**src/pkg/cmp_regs.svh**
```systemverilog
/*
 * Constants for the configuration management port: address layout,
 * register counts, reset values and timing.
 * Assumes it is included by its bare name from package or module scope.
 */
`ifndef CMP_REGS_SVH
`define CMP_REGS_SVH

`define CMP_ADDR_W 12
`define CMP_WORD_LSB 2
`define CMP_WORD_W 10
`define CMP_DATA_W 32
`define CMP_PF_NUM 2
`define CMP_PF_SEL_W 1
`define CMP_VF_PER_PF 4
`define CMP_VF_OFS_W 11
`define CMP_REGS_PER_FN 16
`define CMP_REG_IDX_W 4
`define CMP_DATA_RST 32'h00000000
`define CMP_MASK_RO 32'h00000000
`define CMP_MASK_CTL 32'h0000FFFF
`define CMP_MASK_LOG 32'hFFFFFFFF
`define CMP_ACK_LATENCY 2

`endif

```
**src/pkg/cmp_pkg.sv**
```systemverilog
/*
 * Types for the configuration management port.
 * Assumes cmp_regs.svh is on the include path.
 */
`include "cmp_regs.svh"

package cmp_pkg;

    typedef enum logic [1:0] {
        CMP_IDLE,
        CMP_BUSY,
        CMP_DONE
    } cmp_state_type;

    typedef struct packed {
        cmp_state_type state;
        logic is_write;
        logic [`CMP_REG_IDX_W-1:0] reg_idx;
        logic [$clog2(`CMP_PF_NUM*(`CMP_VF_PER_PF+1))-1:0] fn_idx;
        logic hit;
        logic ack;
        logic [`CMP_DATA_W-1:0] dout;
    } cmp_ctl_type;

endpackage : cmp_pkg

```
**src/cmp_mgmt_port.sv**
```systemverilog
/*
 * Configuration register bank with local management port: holds a small
 * configuration space per physical and virtual function and serves reads
 * and writes with a one-cycle acknowledge.
 * Assumes the master is logic on clk and keeps one request open at a time.
 */
`timescale 1ns/1ns

// Contract
// - After a read or write completes the port pulses its acknowledge high for exactly one cycle.
// - Read data is shown on the 32-bit data output in the cycle acknowledge is high for a read.
// - A write changes only writable bits of the target register and leaves read-only bits alone.
// - Every register can be read while only read-write fields can be written.
// - The port reaches registers of both physical and virtual functions by the selection inputs.
module cmp_mgmt_port
    import cmp_pkg::*;
#(
    parameter int PF_NUM = `CMP_PF_NUM,
    parameter int VF_PER_PF = `CMP_VF_PER_PF,
    parameter int REGS_PER_FN = `CMP_REGS_PER_FN
) (
    input wire logic clk,
    input wire logic nrst,
    input wire logic mgmt_rd_en,
    input wire logic mgmt_wr_en,
    input wire logic [`CMP_ADDR_W-1:0] mgmt_addr,
    input wire logic [`CMP_PF_SEL_W-1:0] mgmt_phys_func_sel,
    input wire logic mgmt_virt_func_flag,
    input wire logic [`CMP_VF_OFS_W-1:0] mgmt_virt_func_offset,
    input wire logic [`CMP_DATA_W-1:0] mgmt_din,
    output logic [`CMP_DATA_W-1:0] mgmt_dout,
    output logic mgmt_ack
);
    localparam int FN_NUM = PF_NUM * (VF_PER_PF + 1);
    localparam int FN_W = $clog2(FN_NUM);

    // writable-bit mask per register index; id/status words stay read-only,
    // header log words take any value, the control word only its low half
    function automatic logic [`CMP_DATA_W-1:0] wr_mask(input logic [`CMP_REG_IDX_W-1:0] idx);
        logic [`CMP_DATA_W-1:0] m;
        m = `CMP_MASK_RO;
        unique case (idx)
            4'h0: m = `CMP_MASK_RO;
            4'h1: m = `CMP_MASK_CTL;
            4'h2: m = `CMP_MASK_RO;
            4'h3: m = `CMP_MASK_RO;
            4'h4: m = `CMP_MASK_RO;
            4'h5: m = `CMP_MASK_RO;
            4'h6: m = `CMP_MASK_RO;
            4'h7: m = `CMP_MASK_RO;
            4'h8: m = `CMP_MASK_LOG;
            4'h9: m = `CMP_MASK_LOG;
            4'hA: m = `CMP_MASK_LOG;
            4'hB: m = `CMP_MASK_LOG;
            4'hC: m = `CMP_MASK_LOG;
            4'hD: m = `CMP_MASK_LOG;
            4'hE: m = `CMP_MASK_LOG;
            4'hF: m = `CMP_MASK_LOG;
        endcase
        return m;
    endfunction : wr_mask

    // selection names an existing pf, and for a vf an offset inside its set
    function automatic logic sel_hit(input logic [`CMP_PF_SEL_W-1:0] pf, input logic vf,
                                     input logic [`CMP_VF_OFS_W-1:0] ofs);
        logic ok;
        // compared at 32 bits; casting the count to the select width would wrap it
        ok = 32'(pf) < 32'(PF_NUM);
        if (vf && (32'(ofs) >= 32'(VF_PER_PF))) begin
            ok = 1'b0;
        end
        return ok;
    endfunction : sel_hit

    // bytes above one function's register block miss
    function automatic logic addr_hit(input logic [`CMP_ADDR_W-1:0] addr);
        return addr[`CMP_ADDR_W-1:`CMP_WORD_LSB+`CMP_REG_IDX_W] == '0;
    endfunction : addr_hit

    // flat function index: physical functions first, then each pf's vf block
    function automatic logic [FN_W-1:0] fn_index(input logic [`CMP_PF_SEL_W-1:0] pf, input logic vf,
                                                 input logic [`CMP_VF_OFS_W-1:0] ofs);
        logic [31:0] i;
        i = 32'(pf);
        if (vf) begin
            i = 32'(PF_NUM) + 32'(pf) * 32'(VF_PER_PF) + 32'(ofs);
        end
        return FN_W'(i);
    endfunction : fn_index

    cmp_ctl_type ctl_q;
    cmp_ctl_type ctl_d;
    logic [`CMP_DATA_W-1:0] cfg_q [FN_NUM][REGS_PER_FN];
    logic hit_c;
    logic wr_go;

    // out-of-range selections answer zero and write nothing
    assign hit_c = sel_hit(mgmt_phys_func_sel, mgmt_virt_func_flag, mgmt_virt_func_offset)
        && addr_hit(mgmt_addr);

    // write lands at the edge ending the busy cycle, din still held
    assign wr_go = (ctl_q.state == CMP_BUSY) && ctl_q.is_write && ctl_q.hit;

    always_comb begin
        ctl_d = ctl_q;
        ctl_d.ack = 1'b0;
        unique case (ctl_q.state)
            CMP_IDLE: begin
                if (mgmt_rd_en || mgmt_wr_en) begin
                    // word index from byte address, low bits dropped
                    ctl_d.reg_idx = mgmt_addr[`CMP_WORD_LSB +: `CMP_REG_IDX_W];
                    ctl_d.fn_idx = fn_index(mgmt_phys_func_sel, mgmt_virt_func_flag, mgmt_virt_func_offset);
                    ctl_d.hit = hit_c;
                    // write wins if both raised; master should not do that
                    ctl_d.is_write = mgmt_wr_en;
                    ctl_d.state = CMP_BUSY;
                end
            end
            CMP_BUSY: begin
                // read data lands with the ack
                ctl_d.dout = ctl_q.hit ? cfg_q[ctl_q.fn_idx][ctl_q.reg_idx] : `CMP_DATA_RST;
                ctl_d.ack = 1'b1;
                ctl_d.state = CMP_DONE;
            end
            CMP_DONE: begin
                // one idle cycle lets the master drop its enable
                ctl_d.state = CMP_IDLE;
            end
            default: begin
                ctl_d.state = CMP_IDLE;
            end
        endcase
    end

    always_ff @(posedge clk or negedge nrst) begin
        if (!nrst) begin
            ctl_q <= '{
                state: CMP_IDLE,
                is_write: 1'b0,
                reg_idx: '0,
                fn_idx: '0,
                hit: 1'b0,
                ack: 1'b0,
                dout: `CMP_DATA_RST
            };
        end else begin
            ctl_q <= ctl_d;
        end
    end

    genvar gf;
    genvar gr;
    generate
        for (gf = 0; gf < FN_NUM; gf++) begin : g_fn
            for (gr = 0; gr < REGS_PER_FN; gr++) begin : g_reg
                logic cell_sel;
                assign cell_sel = wr_go && (ctl_q.fn_idx == FN_W'(gf)) && (ctl_q.reg_idx == `CMP_REG_IDX_W'(gr));
                always_ff @(posedge clk or negedge nrst) begin
                    if (!nrst) begin
                        cfg_q[gf][gr] <= `CMP_DATA_RST;
                    end else if (cell_sel) begin
                        // read-only bits kept, writable bits replaced
                        // reads unrestricted, writes masked to rw fields
                        cfg_q[gf][gr] <= (cfg_q[gf][gr] & ~wr_mask(`CMP_REG_IDX_W'(gr)))
                            | (mgmt_din & wr_mask(`CMP_REG_IDX_W'(gr)));
                    end
                end
            end
        end
    endgenerate

    assign mgmt_dout = ctl_q.dout;
    assign mgmt_ack = ctl_q.ack;

endmodule : cmp_mgmt_port

```
**config.mk**
```make
export PLATFORM = sky130hd
export DESIGN_NAME = cmp_mgmt_port
export DESIGN_NICKNAME = d
export VERILOG_FILES = /design/src/pkg/cmp_pkg.sv /design/src/cmp_mgmt_port.sv
export VERILOG_INCLUDE_DIRS = /design/src /design/src/pkg
export SDC_FILE = /design/constraint.sdc
export NUM_CORES = 2
export LEC_CHECK = 0
export ABC_AREA = 1
export BUFFER_PORTS_ARGS = -buffer_cell sky130_fd_sc_hd__buf_2
export CORE_ASPECT_RATIO = 1.5
export CORE_MARGIN = 3
export CORE_UTILIZATION = 33
export DETAILED_ROUTE_END_ITERATION = 16
export PLACE_DENSITY_LB_ADDON = 0.15
export SYNTH_ARGS = -nofsm -noshare
export SYNTH_HDL_FRONTEND = slang
export SYNTH_SLANG_ARGS = --single-unit
```
**constraint.sdc**
```tcl
create_clock -name clk -period 3.45 [get_ports clk]
set_clock_uncertainty 0.05 [all_clocks]
set_input_delay 0.5175 -clock clk [delete_from_list [all_inputs] [get_ports clk]]
set_output_delay 0.5175 -clock clk [all_outputs]
set_load 0.1 [all_outputs]
```
; After elaboration in Yosys (flattened, before gate mapping)
; Index checks and enable logic that the tools add are counted.
[word_totals]
n_memories = 0
inputBits = 61
mem_bits_ro = 0
elab_cells = 255
latch_bits = 0
output_inout_bits = 33
ram_bits = 0
reg_bits = 2925
[op_classes]
magnitude_cmp = 3
addsub = 2
eq_ne = 20
mux = 12
shifts = 0
n_bitwise = 12
multipliers = 0
div = 0
n_reduce_logical = 109
[op_table]
columns = op, n
row1 = $bmux W512 S4, 1
row2 = $mux W512, 2
row3 = $or A32 B16 Y32, 10
row4 = $bmux W32 S4, 1
row5 = $logic_and A1 B1 Y1, 104
row6 = $mux W32, 3
row7 = $eq A4 B4 Y1 const B, 10
row8 = $mux W33, 1
row9 = $eq A4 B3 Y1 const B, 4
row10 = $mux W12, 1
row11 = $ge A11 B3 Y1 const B, 1
row12 = $ge A5 B5 Y1 const B, 2
row13 = $not A4 Y5, 2
row14 = $eq A4 B1 Y1 const B, 2
row15 = $eq A4 B2 Y1 const B, 2
row16 = $logic_not A6 Y1, 1
row17 = $add A2 B3 Y4 const A, 1
row18 = $add A4 B4 Y4, 1
row19 = $logic_not A4 Y1, 1
row20 = $mux W4, 1
row21 = $pmux W2 S2, 1
row22 = $eq A2 B1 Y1 const B, 1
row23 = $logic_not A2 Y1, 1
row24 = $ne A2 B2 Y1 const B, 1
row25 = 3 further kinds, 3

; Longest topological paths before layout
[logic_depth]
depth_word = 9
ltp_mapped = 16
mapped_depth_nobuf = 13

; Least setup slack after synthesis
; No wires, ideal clock.
[synth_timing]
kind = register to register
start = reg ctl_q[34] (netlist name)
end = reg ctl_q (netlist bit mgmt_dout[18])
arrival_ns = 2.043
setup_time_ns = 0.066
required_ns = 3.334
slack_ns = 1.292
period_less_slack_ns = 2.158
path_buffers = 4
stages_incl_launch_ff = 16
cell_sequence = dfrtp_1 -> buf_2 -> nor2_1 -> buf_2 -> clkbuf_1 -> clkbuf_1 -> a22oi_1 -> nand2_1 -> nand2_1 -> nand3_1 -> nand2_1 -> nand2_1 -> nand2_1 -> nand3_1 -> nand2_1 -> nand2_1
[synth_between]
elab_chain_cells = 8
[synth_rtl]
columns = item, line
row1 = from (decl), cmp_mgmt_port.sv:91  ; cmp_ctl_type ctl_q;
row2 = from (signal assigned), cmp_mgmt_port.sv:137  ; ctl_q <= '{
row3 = from (signal assigned), cmp_mgmt_port.sv:147  ; ctl_q <= ctl_d;
row4 = $not A4 Y5 (implied by the code), cmp_mgmt_port.sv:121  ; ctl_d.dout = ctl_q.hit ? cfg_q[ctl_q.fn_idx][ctl_q.reg_idx] : `CMP_DATA_RST;
row5 = $bmux W512 S4, cmp_mgmt_port.sv:121
row6 = $mux W512 (implied by the code) (2 in a row), cmp_mgmt_port.sv:121
row7 = $bmux W32 S4, cmp_mgmt_port.sv:121
row8 = $mux W32 (implied by the code) (2 in a row), cmp_mgmt_port.sv:121
row9 = $mux W32 (no line), --
; Every way passes these cells. The select of a mux whose other input is x is not followed.
; A chain may end at the register's enable or synchronous reset.

; Worst setup path in the final report
[layout_timing]
start = reg ctl_q[35] (netlist name)
end = reg ctl_q (netlist bit mgmt_dout[0])
; The elaborated chain is that of the path after synthesis.

==> key figures <==
Status
  – Status: complete, no violations

Global route
  – First-pass GRT wire length: 696000 um
  – GRT Overall Usage: 24.6%
  – Initial antenna violation count: 13
  – Pin count of the biggest net entering global routing: about 130
  – Vias in the first global route: 100000
  – Remaining Overflow, GRT: 0

Placement
  – DP HPWL: 286000 um
  – Placed instance count: between 15000 and 20000
  – Gp weighted congestion: between 0.8 and 0.9
  – PortBufs: around 90
  – Pre-CTS setup slack: 0.0533 ns

Final layout
  – Final nets: ~15000
  – Final non-filler cell total: just under 20000
  – Finished Core Util: about two fifths
  – Number of fill cells in the layout: between 30000 and 40000
  – Area Overhead vs Synth: 14.5%
  – Fraction of layout cells with a size suffix above 1: 8.05%

Power and ir drop
  – P_sw: 41.4 mW
  – Power Internal: 62.4 mW
  – Gate power share: 37.3%
  – Static leakage power: 69.5 nW
  – Peak supply drop: slightly below 0.7 mV
  – Total Power: 104 mW
  – Register share of total power: approximately a third
  – Proportion of power drawn by the clock network: 31.1%
  – PD cells: 749 mW/mm^2
  – Sw frac: around two fifths

Setup path
  – Worst Setup End Kind: flop
  – Startpoint Class: flop
  – Critical path peak fanout: 29
  – CP Class: flop to flop
  – Critical path data required time: 4.18 ns
  – Arrival time at the worst endpoint: 4.04 ns

STA
  – Final slew viol count: 0
  – RSZ-0062 raised after global routing: false
  – Final hold vios: 0
  – Worst Tran Pin Value: 1.13 ns
  – Final Cycle Share: a little over nine tenths
  – Setup ws final: 0.143 ns
  – F_max: ~300 MHz
  – Tmin final: 3.31 ns
  – Final setup vio count: 0
  – Setup TNS: 0 ns
  – Max_slew headroom: 24.3%

Synth
  – Post-synth EDFFs: 0
  – Unique cell type count in the Yosys netlist: 26
  – Async SR Flop Fraction: 100%
  – Top_reg_cell synth: dfrtp_1
  – Syn nets: 14900
  – Synth top cells by count: nand2_1 (6810), dfrtp_1 (2765), o21ai_0 (2274)
  – Cell taking the most area after synthesis: dfrtp_1
  – Yosys warnings: 0
  – Top-count cell post-synth: nand2_1
  – Largest cells by area after synthesis: dfrtp_1 (57%), nand2_1 (21%), o21ai_0 (9.4%)
  – Synth Instances: 14900
  – Seq/Total Area, Yosys: between 50% and 60%
  – Synthesized flop and latch total: 2765
  – Synthesized cell area: 0.121 mm^2
  – Mean Syn Cell Area: approximately 8 um^2
  – Share of the synthesized area in the top cell type: a little under three fifths

Die
  – Die width: 501 um
  – Starting Density: between 30% and 40%
  – Number of cell rows: 271
  – I/O pin cnt: 94
  – Die Area: 0.374 mm^2
  – Die span in y: 748 um
  – Core Region: 0.364 mm^2

Clocking
  – Root Buffer: clkbuf_16
  – Clock buffer depth: 4
  – CTS tree: done
  – CTS Buf Count: ~290
  – Clk sinks: 2765
  – H-tree Lvls: 5
  – Clock Pin Slew Worst Setup and Hold Paths: 0.06 ns
  – Postcts setup bufs: 0
  – Clock latency on the worst-skew pair: 0.89 ns

Routing
  – Total Routed Length: between 400000 and 500000 um
  – DRC: 0
  – Initial DRC Count: 8426
  – DRT Pass-1 Iters: 5
  – WL/cell: about 24 um
  – Remaining antenna violation count after routing: 0
  – Vias/cell: 5.16
  – Routed vias: 101000

Flow run
  – Max-Cap Viols: 0

Min path
  – Hold Crit Class: input pin to flop
==> power by group through the flow <==
stage	combinational, mW	clock, mW	sequential (mW)
after floorplan	20.4	0	33.3
after global placement	39.2	0	33.4
after detailed placement	39.0	0	33.4
after CTS	39.2	33.1	32.8
after global routing	42.2	34.3	32.8
final	38.8	32.3	32.8
==> layer usage <==
metal / routed length [um] / share of wire (%) / track usage (%) / vias up
li1: - / - / - / 47700
met2: 226000 / 49 / 42.5 / 2078
met3: 17800 / 3.8 / 2.66 / 672
met5: 13 / 0.0028 / 0 / -
met1: 197000 / 42 / 31.2 / 50300
met4: 24400 / 5.2 / 10.7 / 2
==> stage by stage <==
| stage | hold WS [ns] | area, um^2 |
|---|---|---|
| CTS | 0.00689 | 139000 |
| global placement | 0.387 | 129000 |
| detailed placement | 0.396 | 129000 |
| floorplan | 0.172 | 121000 |
| global route | 0.0458 | 139000 |
| finish | 0.0626 | 139000 |
==> cell type report <==
| class | instances | area (um^2) | area share [%] |
|---|---|---|---|
| inverter | 65 | 320 | 0.231 |
| antenna | 17 | 42.5 | 0.0307 |
| clock inverter | 71 | 741 | 0.534 |
| sequential | 2765 | 69200 | 49.9 |
| clock buffer | 439 | 8800 | 6.35 |
| tap | 4777 | 5980 | 4.31 |
| timing repair buffer | 599 | 6580 | 4.75 |
| multi-input combinational | 10800 | 47100 | 33.9 |
==> layout by cell type, fill, tap and decap left out, types with 2 or more instances in the layout <==
cell type      Yosys  layout
buf_4             32     313
dfrtp_4            0       2
clkbuf_16          0     303
nor3_4             0       3
a21boi_0           8       8
nand2_1         6810    6730
nor2_1            39      23
a21oi_1           59      58
buf_12             0     182
nor2_4             0      13
o21ai_0         2274    2274
nand3_1          391     391
a22oi_1          252     252
inv_6              0       6
dfrtp_1         2765    2763
bufinv_16          0      11
diode_2            0      17
inv_4              0      12
nor4_1             2       2
clkinv_4           0       3
nand2_2            0      80
buf_2             18      90
a22o_1           110     110
clkinv_2           0      60
nor2_2             9      12
o21ai_1          556     556
inv_8              0       4
nand4_1          246     246
clkinv_8           0       4
inv_1             41      23
clkbuf_1        1183      65
clkbuf_8           0      71
inv_2              7       8
clkinvlp_4         0       4
dlygate4sd3_1      0      14
a31oi_1            2       2
==> repair_timing <==
item	in CTS	in global routing
hold buffers	14	0
endpoints found under the setup margin	0	2
hold endpoints to repair	675	0
resized for setup	0	2
==> path summary, 6_finish.rpt <==
| check | end | slack [ns] | from | cells past startpoint |
|---|---|---|---|---|
| max in group asynchronous | cfg_q[1046]$_DFFE_PN0P_ | 1.84 | nrst | 4 |
| worst min register to register | ctl_q[44]$_DFFE_PN0P_ | 0.40 | ctl_q[44]$_DFFE_PN0P_ | 1 |
| worst max-delay path | mgmt_dout[0]$_DFFE_PN0N_ | 0.14 | ctl_q[35]$_DFFE_PN0P_ | 14 |
| worst max register to register | mgmt_dout[0]$_DFFE_PN0N_ | 0.14 | ctl_q[35]$_DFFE_PN0P_ | 14 |
| worst min-delay path | cfg_q[4550]$_DFFE_PN0P_ | 0.06 | mgmt_din[6] | 3 |
| min in group asynchronous | cfg_q[658]$_DFFE_PN0P_ | 0.45 | nrst | 3 |
==> critical path: stages, from the launching register on <==
cell and delay [ns]:
dfrtp_4 0.58, nand2_1 0.27, inv_8 0.18, buf_12 0.25, buf_12 0.20, a22oi_1 0.27, nand2_1 0.18, nand2_1 0.10
nand3_1 0.08, nand2_1 0.15, nand2_1 0.29, nor2_2 0.31, nand2_1 0.08, nand2_1 0.07, nand2_1 0.06
==> state kept, by name (all words and copies together), names as in the netlist <==
signal / flops
cfg_q: 2720
mgmt_dout: 32
mgmt_ack: 1
ctl_q: 12
==> cell families after synthesis <==
group / Yosys count / share of synthesized area (%)
compound gates: 3263 / 14.4
fa+ha+maj: 1 / 0.0165
buf+inv: 1344 / 4.28
flops: 2765 / 57.1
simple gates: 7501 / 24.2
No activity file was read; power rests on OpenSTA's default activity.
